$ cat src/logic/ctm_defines.svh
// constants of the compact timer: offsets, field positions, reset values, counter geometry
`ifndef CTM_DEFINES_SVH
`define CTM_DEFINES_SVH

// register byte offsets
`define CTM_OFS_CTRL0 8'h00
`define CTM_OFS_CTRL1 8'h04
`define CTM_OFS_CMPA 8'h08
`define CTM_OFS_COUNT 8'h0c
`define CTM_OFS_FLAGS 8'h10

// control word 0 fields
`define CTM_C0_PAUSE 7
`define CTM_C0_ON 3
`define CTM_C0_RP_HI 2
`define CTM_C0_RP_LO 0

// control word 1 fields
`define CTM_C1_MODE_HI 7
`define CTM_C1_MODE_LO 6
`define CTM_C1_IO_HI 5
`define CTM_C1_IO_LO 4
`define CTM_C1_OC 3
`define CTM_C1_POL 2
`define CTM_C1_DPX 1
`define CTM_C1_CCLR 0

// flag register fields
`define CTM_FL_A 0
`define CTM_FL_P 1

// counter geometry
`define CTM_CNT_W 10
`define CTM_P_W 3
`define CTM_P_SHIFT 7
`define CTM_CNT_MAX 10'h3ff
`define CTM_FULL_SPAN 11'h400

// output-function codes
`define CTM_IO_NONE 2'h0
`define CTM_IO_LOW 2'h1
`define CTM_IO_HIGH 2'h2
`define CTM_IO_TOGGLE 2'h3
`define CTM_IO_PWM 2'h2

// bus answers and reset values
`define CTM_RESP_OKAY 2'h0
`define CTM_RESP_SLVERR 2'h2
`define CTM_CTRL0_RST 8'h00
`define CTM_CTRL1_RST 8'h00
`define CTM_CMPA_RST 10'h000

`endif

$ cat src/logic/ctm_pkg.sv
// types and shared arithmetic of the compact timer
`include "ctm_defines.svh"

package ctm_pkg;

  typedef enum logic [1:0] {
    CTM_MODE_CMP,
    CTM_MODE_UNDEF,
    CTM_MODE_PWM,
    CTM_MODE_TIMER
  } ctm_mode_e;

  typedef struct packed {
    logic pause;
    logic on;
    logic [`CTM_P_W-1:0] compare_p_value;
    ctm_mode_e mode;
    logic [1:0] io;
    logic oc;
    logic pol;
    logic dpx;
    logic cclr;
    logic [`CTM_CNT_W-1:0] compare_a_value;
  } ctm_ctrl_s;

  // comparator match point; an all-zero value stands for the full span
  function automatic logic [`CTM_CNT_W:0] ctm_target(input logic [`CTM_CNT_W:0] v);
    ctm_target = (v == '0) ? `CTM_FULL_SPAN : v;
  endfunction

  function automatic logic [`CTM_CNT_W:0] ctm_p_point(input logic [`CTM_P_W-1:0] p);
    ctm_p_point = ctm_target({1'b0, p, {`CTM_P_SHIFT{1'b0}}});
  endfunction

endpackage

$ cat src/logic/ctm_top.sv
// compact timer: register slave, output pin logic and match flags
// What this block does
// mode 00 is compare-match output; counter clears by overflow, a match or p match
// clear-select low: p match or zero-p overflow clears; p flag raised, a flag only for a nonzero a value
// clear-select high: a match clears, only a flag raised, never p
// clear on a with zero a value: overflow at 3ff, no a flag
// compare mode: pin changes only on a match, p match leaves it alone
// a match drives pin high, low or toggles per output function; 00 nothing
// counter-on rising loads the pin with the initial level
// mode 11 counts and flags as compare mode but leaves pin undriven
// mode 10 generates pwm and ignores clear-select
// swap bit 0: p sets period, a duty; swap bit 1 reverses
// p compares top three counter bits, steps of 128, 000 means 1024
// pwm mode raises a flag on a match and p flag on p match
// duty at or above period gives full active output
// initial-level bit picks pwm polarity; output function passes pwm or forces level
// output-invert bit inverts the pin level
// pwm counting and matching continue while pin is forced
// each period clear starts a new pwm period
// no software write to counter; only counter-on rise clears it
// comparator a checks all counter bits
// counter-on rise zeroes counter; fall stops it holding its value
// pause holds counter and counting resumes from there
// software switches timer off before changing mode or output function
// compare mode output codes: 01 low, 10 high, 11 toggle
// pwm pre-polarity active below duty value, inactive until period clear
// flags set in the match cycle and stay until software clears them
`timescale 1ns/1ps
`default_nettype none
`include "ctm_defines.svh"

module ctm_top
  import ctm_pkg::*;
#(
  parameter int ADDR_W = 8,
  parameter int CNT_W = `CTM_CNT_W
) (
  input wire logic aclk,
  input wire logic aresetn,
  input wire logic [ADDR_W-1:0] s_axi_awaddr,
  input wire logic s_axi_awvalid,
  output logic s_axi_awready,
  input wire logic [31:0] s_axi_wdata,
  input wire logic [3:0] s_axi_wstrb,
  input wire logic s_axi_wvalid,
  output logic s_axi_wready,
  output logic [1:0] s_axi_bresp,
  output logic s_axi_bvalid,
  input wire logic s_axi_bready,
  input wire logic [ADDR_W-1:0] s_axi_araddr,
  input wire logic s_axi_arvalid,
  output logic s_axi_arready,
  output logic [31:0] s_axi_rdata,
  output logic [1:0] s_axi_rresp,
  output logic s_axi_rvalid,
  input wire logic s_axi_rready,
  output logic timer_out,
  output logic timer_out_en,
  output logic match_a_flag,
  output logic match_p_flag
);

  initial begin
    if (ADDR_W < 8) $error("ctm_top: address width below 8 bits");
    if (CNT_W != `CTM_CNT_W) $error("ctm_top: only a 10-bit counter is supported");
  end

  typedef struct packed {
    ctm_ctrl_s ctrl;
    logic on_prev;
    logic cmp_level;
    logic pin;
    logic pin_en;
    logic flag_a;
    logic flag_p;
    logic aw_got;
    logic [ADDR_W-1:0] aw_addr;
    logic w_got;
    logic [31:0] w_data;
    logic [3:0] w_strb;
    logic bvalid;
    logic [1:0] bresp;
    logic rvalid;
    logic [31:0] rdata;
    logic [1:0] rresp;
  } ctm_top_state_s;

  ctm_top_state_s st;
  ctm_top_state_s next_st;
  logic rise;
  logic hit_a;
  logic hit_p;
  logic period_clr;
  logic [CNT_W-1:0] count;
  logic aw_hs;
  logic w_hs;
  logic do_write;
  logic [ADDR_W-1:0] wr_addr;
  logic [31:0] wr_data;
  logic [3:0] wr_strb;
  logic [CNT_W:0] duty;
  logic [CNT_W:0] period;
  logic pwm_raw;
  logic act_lvl;
  logic [1:0] clr_flags;

  // on-bit edge is taken from the stored copy, so restart follows the write by one cycle
  assign rise = st.ctrl.on && !st.on_prev;

  ctm_counter #(
    .CNT_W(CNT_W)
  ) u_counter (
    .aclk(aclk),
    .aresetn(aresetn),
    .ctrl(st.ctrl),
    .restart(rise),
    .count(count),
    .hit_a(hit_a),
    .hit_p(hit_p),
    .period_clr(period_clr)
  );

  function automatic logic [31:0] ctm_read(input ctm_top_state_s s, input logic [7:0] ofs,
                                           input logic [CNT_W-1:0] c);
    logic [31:0] v;
    v = '0;
    unique case (ofs)
      `CTM_OFS_CTRL0: begin
        v[`CTM_C0_PAUSE] = s.ctrl.pause;
        v[`CTM_C0_ON] = s.ctrl.on;
        v[`CTM_C0_RP_HI:`CTM_C0_RP_LO] = s.ctrl.compare_p_value;
      end
      `CTM_OFS_CTRL1: begin
        v[`CTM_C1_MODE_HI:`CTM_C1_MODE_LO] = s.ctrl.mode;
        v[`CTM_C1_IO_HI:`CTM_C1_IO_LO] = s.ctrl.io;
        v[`CTM_C1_OC] = s.ctrl.oc;
        v[`CTM_C1_POL] = s.ctrl.pol;
        v[`CTM_C1_DPX] = s.ctrl.dpx;
        v[`CTM_C1_CCLR] = s.ctrl.cclr;
      end
      `CTM_OFS_CMPA: v[CNT_W-1:0] = s.ctrl.compare_a_value;
      `CTM_OFS_COUNT: v[CNT_W-1:0] = c;
      `CTM_OFS_FLAGS: begin
        v[`CTM_FL_A] = s.flag_a;
        v[`CTM_FL_P] = s.flag_p;
      end
      default: v = '0;
    endcase
    ctm_read = v;
  endfunction

  function automatic logic ctm_mapped(input logic [7:0] ofs);
    ctm_mapped = (ofs == `CTM_OFS_CTRL0) || (ofs == `CTM_OFS_CTRL1) || (ofs == `CTM_OFS_CMPA) ||
                 (ofs == `CTM_OFS_COUNT) || (ofs == `CTM_OFS_FLAGS);
  endfunction

  always_comb begin
    next_st = st;
    clr_flags = 2'h0;
    aw_hs = s_axi_awvalid && s_axi_awready;
    w_hs = s_axi_wvalid && s_axi_wready;
    wr_addr = st.aw_got ? st.aw_addr : s_axi_awaddr;
    wr_data = st.w_got ? st.w_data : s_axi_wdata;
    wr_strb = st.w_got ? st.w_strb : s_axi_wstrb;
    do_write = (st.aw_got || aw_hs) && (st.w_got || w_hs);
    next_st.on_prev = st.ctrl.on;

    // write channel: address and data in either order, answer after both
    if (aw_hs) begin
      next_st.aw_got = 1'b1;
      next_st.aw_addr = s_axi_awaddr;
    end
    if (w_hs) begin
      next_st.w_got = 1'b1;
      next_st.w_data = s_axi_wdata;
      next_st.w_strb = s_axi_wstrb;
    end
    if (st.bvalid && s_axi_bready) begin
      next_st.bvalid = 1'b0;
    end
    if (do_write) begin
      next_st.aw_got = 1'b0;
      next_st.w_got = 1'b0;
      next_st.bvalid = 1'b1;
      next_st.bresp = ctm_mapped(wr_addr[7:0]) ? `CTM_RESP_OKAY : `CTM_RESP_SLVERR;
      unique case (wr_addr[7:0])
        `CTM_OFS_CTRL0: begin
          if (wr_strb[0]) begin
            next_st.ctrl.pause = wr_data[`CTM_C0_PAUSE];
            next_st.ctrl.on = wr_data[`CTM_C0_ON];
            next_st.ctrl.compare_p_value = wr_data[`CTM_C0_RP_HI:`CTM_C0_RP_LO];
          end
        end
        `CTM_OFS_CTRL1: begin
          if (wr_strb[0]) begin
            next_st.ctrl.mode = ctm_mode_e'(wr_data[`CTM_C1_MODE_HI:`CTM_C1_MODE_LO]);
            next_st.ctrl.io = wr_data[`CTM_C1_IO_HI:`CTM_C1_IO_LO];
            next_st.ctrl.oc = wr_data[`CTM_C1_OC];
            next_st.ctrl.pol = wr_data[`CTM_C1_POL];
            next_st.ctrl.dpx = wr_data[`CTM_C1_DPX];
            next_st.ctrl.cclr = wr_data[`CTM_C1_CCLR];
          end
        end
        `CTM_OFS_CMPA: begin
          if (wr_strb[0]) next_st.ctrl.compare_a_value[7:0] = wr_data[7:0];
          if (wr_strb[1]) next_st.ctrl.compare_a_value[CNT_W-1:8] = wr_data[CNT_W-1:8];
        end
        `CTM_OFS_FLAGS: begin
          if (wr_strb[0]) clr_flags = {wr_data[`CTM_FL_P], wr_data[`CTM_FL_A]};
        end
        default: begin
        end
      endcase
    end

    // read channel: one word in flight, answer the cycle after the address
    if (st.rvalid && s_axi_rready) begin
      next_st.rvalid = 1'b0;
    end
    if (s_axi_arvalid && s_axi_arready) begin
      next_st.rvalid = 1'b1;
      next_st.rdata = ctm_read(st, s_axi_araddr[7:0], count);
      next_st.rresp = ctm_mapped(s_axi_araddr[7:0]) ? `CTM_RESP_OKAY : `CTM_RESP_SLVERR;
    end

    // sticky flags: a match in the clearing cycle survives the clear
    next_st.flag_a = (st.flag_a && !clr_flags[0]) || hit_a;
    next_st.flag_p = (st.flag_p && !clr_flags[1]) || hit_p;

    // compare-mode pin level, also tracked in timer mode but never shown there
    if (rise) begin
      next_st.cmp_level = st.ctrl.oc;
    end else if (hit_a) begin
      unique case (st.ctrl.io)
        `CTM_IO_LOW: next_st.cmp_level = 1'b0;
        `CTM_IO_HIGH: next_st.cmp_level = 1'b1;
        `CTM_IO_TOGGLE: next_st.cmp_level = !st.cmp_level;
        default: next_st.cmp_level = st.cmp_level;
      endcase
    end

    // edge-aligned pwm; counting runs on whatever the output function is
    duty = st.ctrl.dpx ? ctm_p_point(st.ctrl.compare_p_value) : ctm_target({1'b0, st.ctrl.compare_a_value});
    period = st.ctrl.dpx ? ctm_target({1'b0, st.ctrl.compare_a_value}) : ctm_p_point(st.ctrl.compare_p_value);
    pwm_raw = ({1'b0, count} < duty) || (duty >= period);
    act_lvl = st.ctrl.oc;
    unique case (st.ctrl.io)
      `CTM_IO_NONE: next_st.pin = !act_lvl ^ st.ctrl.pol;
      `CTM_IO_LOW: next_st.pin = act_lvl ^ st.ctrl.pol;
      `CTM_IO_PWM: next_st.pin = (pwm_raw ? act_lvl : !act_lvl) ^ st.ctrl.pol;
      default: next_st.pin = !act_lvl ^ st.ctrl.pol;
    endcase

    unique case (st.ctrl.mode)
      CTM_MODE_CMP: begin
        next_st.pin = next_st.cmp_level ^ st.ctrl.pol;
        next_st.pin_en = 1'b1;
      end
      CTM_MODE_PWM: next_st.pin_en = 1'b1;
      default: begin
        // timer mode and the undefined code leave the pin to other functions
        next_st.pin = 1'b0;
        next_st.pin_en = 1'b0;
      end
    endcase
  end

  always_ff @(posedge aclk) begin
    if (!aresetn) begin
      st <= '0;
      st.ctrl.compare_a_value <= `CTM_CMPA_RST;
    end else begin
      st <= next_st;
    end
  end

  assign s_axi_awready = !st.aw_got && !st.bvalid;
  assign s_axi_wready = !st.w_got && !st.bvalid;
  assign s_axi_bvalid = st.bvalid;
  assign s_axi_bresp = st.bresp;
  assign s_axi_arready = !st.rvalid;
  assign s_axi_rvalid = st.rvalid;
  assign s_axi_rdata = st.rdata;
  assign s_axi_rresp = st.rresp;
  assign timer_out = st.pin;
  assign timer_out_en = st.pin_en;
  assign match_a_flag = st.flag_a;
  assign match_p_flag = st.flag_p;

  a_restart_zero: assert property (@(posedge aclk) disable iff (!aresetn)
    rise |=> (count == '0))
    else $error("counter not zero after on-bit rise");

  a_stop_holds: assert property (@(posedge aclk) disable iff (!aresetn)
    (!st.ctrl.on && !rise) |=> $stable(count))
    else $error("counter moved while off");

  a_pause_holds: assert property (@(posedge aclk) disable iff (!aresetn)
    (st.ctrl.pause && !rise) |=> $stable(count))
    else $error("counter moved while paused");

  a_no_p_flag: assert property (@(posedge aclk) disable iff (!aresetn)
    (st.ctrl.mode != CTM_MODE_PWM && st.ctrl.cclr && !st.flag_p) |=> !st.flag_p)
    else $error("p flag raised with clear on a");

  a_ovf_no_a: assert property (@(posedge aclk) disable iff (!aresetn)
    (st.ctrl.mode == CTM_MODE_CMP && st.ctrl.cclr && st.ctrl.compare_a_value == '0 && st.ctrl.on &&
     !st.ctrl.pause && !rise && count == `CTM_CNT_MAX) |-> !hit_a ##1 (count == '0))
    else $error("overflow with zero a value misbehaved");

  a_pin_on_a: assert property (@(posedge aclk) disable iff (!aresetn)
    (st.ctrl.mode == CTM_MODE_CMP && !hit_a && !rise) |=> $stable(st.cmp_level))
    else $error("compare pin changed without a match");

  a_pin_toggle: assert property (@(posedge aclk) disable iff (!aresetn)
    (hit_a && !rise && st.ctrl.io == `CTM_IO_TOGGLE) |=> (st.cmp_level != $past(st.cmp_level)))
    else $error("toggle on a match missing");

  a_init_level: assert property (@(posedge aclk) disable iff (!aresetn)
    (rise && st.ctrl.mode == CTM_MODE_CMP) |=> (timer_out == $past(st.ctrl.oc ^ st.ctrl.pol)))
    else $error("pin not loaded with initial level");

  a_timer_pin_off: assert property (@(posedge aclk) disable iff (!aresetn)
    (st.ctrl.mode == CTM_MODE_TIMER) |=> !timer_out_en)
    else $error("pin driven in timer mode");

  a_full_duty: assert property (@(posedge aclk) disable iff (!aresetn)
    (st.ctrl.mode == CTM_MODE_PWM && st.ctrl.io == `CTM_IO_PWM && duty >= period)
      |=> (timer_out == $past(act_lvl ^ st.ctrl.pol)))
    else $error("full duty not held active");

  a_period_wrap: assert property (@(posedge aclk) disable iff (!aresetn)
    (st.ctrl.mode == CTM_MODE_PWM && period_clr && !rise) |=> (count == '0))
    else $error("pwm period clear did not restart counter");

  a_flag_sticky: assert property (@(posedge aclk) disable iff (!aresetn)
    (hit_a) |=> st.flag_a ##1 (st.flag_a || $past(clr_flags[0])))
    else $error("a flag lost without a clear");

endmodule // ctm_top

`default_nettype wire

$ cat src/logic/ctm_counter.sv
// 10-bit up-counter with comparators a and p and the clear selection
`timescale 1ns/1ps
`default_nettype none
`include "ctm_defines.svh"

module ctm_counter
  import ctm_pkg::*;
#(
  parameter int CNT_W = `CTM_CNT_W
) (
  input wire logic aclk,
  input wire logic aresetn,
  input wire ctm_ctrl_s ctrl,
  input wire logic restart,
  output logic [CNT_W-1:0] count,
  output logic hit_a,
  output logic hit_p,
  output logic period_clr
);

  initial begin
    if (CNT_W != `CTM_CNT_W) $error("ctm_counter: only a 10-bit counter is supported");
  end

  typedef struct packed {
    logic [CNT_W-1:0] cnt;
  } ctm_cnt_state_s;

  ctm_cnt_state_s st;
  ctm_cnt_state_s next_st;
  logic run;
  logic [CNT_W:0] inc;
  logic raw_a;
  logic raw_p;

  always_comb begin
    next_st = st;
    run = ctrl.on && !ctrl.pause;
    inc = {1'b0, st.cnt} + {{CNT_W{1'b0}}, 1'b1};
    // the residual count in the restart cycle must not raise a match
    raw_p = run && !restart && (inc == ctm_p_point(ctrl.compare_p_value));
    raw_a = run && !restart && (inc == ctm_target({1'b0, ctrl.compare_a_value}));
    if (ctrl.mode == CTM_MODE_PWM) begin
      // clear-select is ignored; the period comparator clears
      hit_a = raw_a;
      hit_p = raw_p;
      period_clr = ctrl.dpx ? raw_a : raw_p;
    end else if (ctrl.cclr) begin
      // zero compare a value: plain overflow, no a flag
      hit_a = raw_a && (ctrl.compare_a_value != '0);
      hit_p = 1'b0;
      period_clr = hit_a || inc[CNT_W];
    end else begin
      hit_a = raw_a && (ctrl.compare_a_value != '0);
      hit_p = raw_p;
      period_clr = raw_p;
    end
    if (restart) begin
      next_st.cnt = '0;
    end else if (run) begin
      next_st.cnt = period_clr ? '0 : inc[CNT_W-1:0];
    end
  end

  always_ff @(posedge aclk) begin
    if (!aresetn) begin
      st <= '0;
    end else begin
      st <= next_st;
    end
  end

  assign count = st.cnt;

endmodule // ctm_counter

`default_nettype wire

$ cat config.mk
export PLATFORM = sky130hd
export DESIGN_NAME = ctm_top
export DESIGN_NICKNAME = d
export VERILOG_FILES = /design/src/logic/ctm_pkg.sv /design/src/logic/ctm_top.sv /design/src/logic/ctm_counter.sv
export VERILOG_INCLUDE_DIRS = /design/src /design/src/logic
export SDC_FILE = /design/constraint.sdc
export NUM_CORES = 1
export LEC_CHECK = 0
export ABC_CLOCK_PERIOD_IN_PS = 4300
export BUFFER_PORTS_ARGS = -buffer_cell sky130_fd_sc_hd__buf_2
export CORE_ASPECT_RATIO = 0.5
export CORE_MARGIN = 2
export CORE_UTILIZATION = 48
export DETAILED_ROUTE_END_ITERATION = 10
export GPL_ROUTABILITY_DRIVEN = 0
export GPL_TIMING_DRIVEN = 0
export HOLD_SLACK_MARGIN = 0.1
export PLACE_DENSITY = 0.68
export SLEW_MARGIN = 0
export SYNTH_ARGS = -nofsm -noshare
export SYNTH_HDL_FRONTEND = slang
export SYNTH_HIERARCHICAL = 1
export SYNTH_SLANG_ARGS = --single-unit
$ cat constraint.sdc
create_clock -name aclk -period 4.3 [get_ports aclk]
set_input_delay 1.29 -clock aclk [delete_from_list [all_inputs] [get_ports aclk]]
set_output_delay 1.29 -clock aclk [all_outputs]
set_load 0.01 [all_outputs]
# ---- After elaboration in Yosys (flattened, before gate mapping)
# Cells that the tools add are included.
dict set report totals {
  out_inout_bits 45
  mem_bits_ro 0
  latch_bits 0
  regBits 77
  input_bits 59
  memories 0
  wordCells 141
  ram_bits 0
}
dict set report op_classes {
  div 0
  n_addsub 1
  shift 0
  bitwise 5
  n_mul 0
  n_reduce_logical 56
  eq_ne 14
  n_lt_le_gt_ge 2
  muxes 35
}
# operator count
set op_table {}
lappend op_table {{two-way mux 11 bit} 4}
lappend op_table {{two-way mux 35 bit} 1}
lappend op_table {{== test 8 x 4 -> 1 bit, second input constant} 4}
lappend op_table {{== test 11 bit} 2}
lappend op_table {{two-way mux 10 bit} 2}
lappend op_table {{== test 8 x 3 -> 1 bit, second input constant} 2}
lappend op_table {{== test 8 x 5 -> 1 bit, second input constant} 2}
lappend op_table {{logical AND 1 bit} 16}
lappend op_table {{zero test 8 bit} 2}
lappend op_table {{logical OR 1 bit} 14}
lappend op_table {{two-way mux 1 bit} 12}
lappend op_table {{two-way mux 2 bit} 6}
lappend op_table {{AND reduction 3 bit} 4}
lappend op_table {{adder 10 x 1 -> 11 bit, second input constant} 1}
lappend op_table {{>= comparator 11 bit} 1}
lappend op_table {{zero test 1 bit} 11}
lappend op_table {{less-than comparator 10 x 11 -> 1 bit} 1}
lappend op_table {{zero test 10 bit} 1}
lappend op_table {{one-hot mux 2 bit (5 select lines)} 1}
lappend op_table {{nonzero test 10 bit} 1}
lappend op_table {{one-hot mux 3 bit (3 select lines)} 1}
lappend op_table {{two-way mux 8 bit} 1}
lappend op_table {{one-hot mux 2 bit (4 select lines)} 1}
lappend op_table {{== test 2 bit, second input constant} 3}
lappend op_table {{other kinds (12)} 19}

# ---- Depth between registers and ports, before layout
dict set report depth {
  ltp_word 11
  ltp_mapped 15
  ltp_nobuf 13
}

# ---- Cells and area by module
# Netlist, hierarchy kept.
# module area_each_um2 cells_each seq_area_each_um2 n_inst
set modules_own_cells {}
lappend modules_own_cells {ctm_top 3798.6 433 1301.2 1}
lappend modules_own_cells {ctm_counter 1322.5 173 200.2 1}

# ---- Worst setup path before layout
# No wires, ideal clock.
dict set report synth_path {
  path_type {register to register}
  startpoint {reg u_counter.st (netlist bit u_counter/count[0])}
  endpoint {reg st (netlist bit timer_out)}
  period_less_slack_ns 3.316
  path_stages_with_launch 14
  path_slack_ns 0.984
  t_arrival_ns 3.252
  setup_ns 0.064
  path_buffers 2
  t_required_ns 4.236
  cell_sequence {dfxtp_1 ha_1 buf_2 and3_1 clkbuf_1 nand3_1 a211o_1 nor4b_1 nor3b_1 a311oi_1 o31ai_1 nand4_1 mux2_2 nand4_1}
}
dict set report synth_between {
  elab_chain_len 9
  word_cells_on_any_way 14
  classes_between {add/sub (1); order compare (1); eq/ne (1); mux (6); bitwise (2); reduce/logical (3)}
}
# item line
set synth_rtl {}
lappend synth_rtl {{from (decl)} ctm_counter.sv:29} ;# ctm_cnt_state_s st;
lappend synth_rtl {{from (signal assigned)} ctm_counter.sv:69} ;# st <= next_st;
lappend synth_rtl {{adder 10 x 1 -> 11 bit *} ctm_counter.sv:39} ;# inc = {1'b0, st.cnt} + {{CNT_W{1'b0}}, 1'b1};
lappend synth_rtl {{== test 11 bit *} ctm_counter.sv:42} ;# raw_a = run && !restart && (inc == ctm_target({1'b0, ctrl.compare_a_value}));
lappend synth_rtl {{logical AND 1 bit *} ctm_counter.sv:42}
lappend synth_rtl {{logical AND 1 bit} {ctm_counter.sv:50, ctm_counter.sv:54}}
lappend synth_rtl {{two-way mux 1 bit *} ctm_counter.sv:43} ;# if (ctrl.mode == CTM_MODE_PWM) begin
lappend synth_rtl {{net hit_a} ctm_top.sv:91} ;# logic hit_a;
lappend synth_rtl {{two-way mux 1 bit *} ctm_top.sv:233} ;# end else if (hit_a) begin
lappend synth_rtl {{two-way mux 1 bit *} ctm_top.sv:231} ;# if (rise) begin
lappend synth_rtl {{bitwise XOR 1 bit *} ctm_top.sv:256} ;# next_st.pin = next_st.cmp_level ^ st.ctrl.pol;
lappend synth_rtl {{one-hot mux 1 bit (2 select lines) *} ctm_top.sv:254} ;# unique case (st.ctrl.mode)
lappend synth_rtl {{to (signal assigned)} ctm_top.sv:273} ;# st <= next_st;
lappend synth_rtl {{to (decl)} ctm_top.sv:88} ;# ctm_top_state_s st;
# The timed path passes the listed nets; every way through them passes the cells marked *.
# A chain may end at the register's enable or synchronous reset.

# ---- Final worst setup path
# Same ends and word-level chain as after synthesis.

==> metrics.log <==
INFO  metric core.rowCount = 26
INFO  metric clock-root-buffer = clkbuf_16
INFO  metric critPathMaxFanout = 11
INFO  metric timing.setup.critical_path_class = flip-flop to flip-flop
INFO  metric slew_limit_fails = 0
INFO  metric post-route-period-util = roughly 90%
INFO  metric grt_setup_unrepaired = no
INFO  metric via_per_inst = around 5.5
INFO  metric grt_antenna_before_repair = 0
INFO  metric post-route-worst-setup-slack = 0.367 ns
INFO  metric grt_pass1_vias = 4,256
INFO  metric power_per_cell_area = 298 nW/um^2
INFO  metric mapped_area = between 5000 and 6000 sq um
INFO  metric timing_hold_violations_final = 0
INFO  metric timing.final.setup_violations = 0
INFO  metric remaining_global_route_overflow = 0
INFO  metric maxCapViolCount = 0
INFO  metric initial_core_util = 49.6%
INFO  metric endpoint_kind = flip-flop
INFO  metric htreeDepth = 3
INFO  metric slew-limit-headroom = between 50% and 60%
INFO  metric post-route-drc-count = 0
INFO  metric cts_buffers = 9
INFO  metric post-route-util = between 50% and 60%
INFO  metric first_pass_grt_wire_length = 21.9 mm
INFO  metric holdWs = roughly 0.45 ns
INFO  metric postRouteWirelength = approximately 13 mm
INFO  metric route.vias.total = about 4,600
INFO  metric clk_transition_reported_paths = roughly 0.060 ns
INFO  metric fmax = approximately 250 MHz
INFO  metric total_global_route_track_usage = 24.0%
INFO  metric synthesis.yosys.warnings = 6
INFO  metric cts_sink_count = 75
INFO  metric placement.setup.worst_slack = ~0.31 ns
INFO  metric drtIter0Drc = around 270
INFO  metric power.leakage = 0.00254 uW
INFO  metric post_synth.cell_area_avg = 8.47 sq um
INFO  metric worst_tran_pin_value = about 0.70 ns
INFO  metric cts_tree = done
INFO  metric clock_insertion_delay_worst_skew = roughly 0.34 ns
INFO  metric critical_path_at = around 4.2 ns
INFO  metric num-nets-final = 767
INFO  metric fin_crit = a little under 4 ns
INFO  metric fp.dieArea = 11,500 sq um
INFO  metric maximum_clock_path_buffer_count = 2
INFO  metric drt_pre_antenna_iters = 5
INFO  metric floorplan.core_area = 10,300 sq um
INFO  metric area_growth_syn_to_layout = 17.2%
INFO  metric detail_route.wl_per_cell = roughly 16 microns
INFO  metric critPathRequiredTime = approximately 4.6 ns
INFO  metric finalSetupTns = 0 ns
INFO  metric ios = ~100
INFO  metric drt.antenna.violating_nets = 0
INFO  metric critPathLaunchType = flip-flop
INFO  metric hold_path_class = flip-flop to flip-flop
INFO  metric power.ir.vdd_worst = 256 uV
INFO  metric drive_gt1_share = about a fifth
INFO  metric post_synth_inst_count = between 600 and 700
INFO  metric filler_cell_count = between 900 and 1,000
INFO  metric antennaDiodeCount = 0
INFO  metric grt_max_degree = 15
INFO  metric dpl.hpwl = about 10 mm
INFO  metric status = completed
INFO  metric placement.io_buffers = 55
INFO  metric die_w = between 100 and 150 microns
INFO  metric clock_skews = around 0.007 ns
INFO  metric floorplan.die.height = approximately 77 microns
## worst max-delay path: stages, from the launching register on
cell and delay [ns]:
dfxtp_1 0.61, ha_1 0.22, buf_2 0.20, and3_1 0.19, clkbuf_1 0.22, nand3_1 0.21, a211o_1 0.39, nor4b_1 0.30
nor3b_2 0.35, a311oi_1 0.19, o31ai_1 0.48, nand4_1 0.16, mux2_2 0.29, nand4_1 0.08
## sequential cells by signal, indices dropped and copies added (netlist names)
signal	cells
next_st	1
s_axi_rvalid	1
s_axi_bvalid	1
timer_out	1
s_axi_bresp	1
match_a_flag	1
s_axi_rresp	1
s_axi_rdata	10
match_p_flag	1
u_counter/count	10
timer_out_en	1
st	45
act_lvl	1
## through the flow
stage	instances	total power (uW)	cell area (sq um)
4_1_cts	836	1790	5970
3_3_place_gp	820	946	5630
5_1_grt	836	1850	5970
2_1_floorplan	625	885	5180
6_report	836	1780	5970
3_5_place_dp	820	949	5630
## worst paths after layout
kind                      start              to  slack (ns)  cells after the start
max          u_counter/count[0]       timer_out        0.37                     13
min              s_axi_rdata[6]  s_axi_rdata[6]        0.45                      2
max reg2reg  u_counter/count[0]       timer_out        0.37                     13
min reg2reg      s_axi_rdata[6]  s_axi_rdata[6]        0.45                      2
## placed cells by master, fill, tap and decap left out, types with 16 or more instances in the layout
cell	count
a21boi_1	27
buf_2	62
buf_4	36
clkbuf_1	19
conb_1	24
dfxtp_1	75
ha_1	17
mux2i_1	28
nand2_1	76
nor2_1	33
nor2b_1	24
nor3_1	16
## area by class of cell
type | instances | area (sq um) | area share, %
plain buffers | 67 | 403 | 6.74
clock buffers | 10 | 239 | 4.00
clock inverters | 6 | 96.3 | 1.61
inverters | 17 | 63.8 | 1.07
multi-input cells | 466 | 3220 | 53.9
flip-flops and latches | 75 | 1500 | 25.1
well taps | 140 | 175 | 2.93
repair buffers | 55 | 275 | 4.61
## power breakdown
part	switching [uW]	total, uW	internal (uW)
registers	12.9	730	717
clock network	315	846	531
logic	117	205	87.4
total	445	1780	1340
## timing repair
| action | 4_1_cts | 5_1_grt |
|---|---|---|
| gates resized for setup | 0 | 1 |
| hold buffers | 0 | 0 |
| endpoints found under the setup margin | 0 | 1 |
| buffers inserted | 0 | 0 |
| hold endpoints to repair | 0 | 0 |
## metal layers
layer | up-vias | track usage (%) | share of wire [%]
li1 | 2292 | - | -
met4 | 0 | 5.57 | 1.2
met5 | - | 0 | 0
met1 | 2130 | 33.9 | 48
met3 | 15 | 5.36 | 6.4
met2 | 155 | 37.3 | 44
Note: power is estimated with default switching activity, not from simulation.
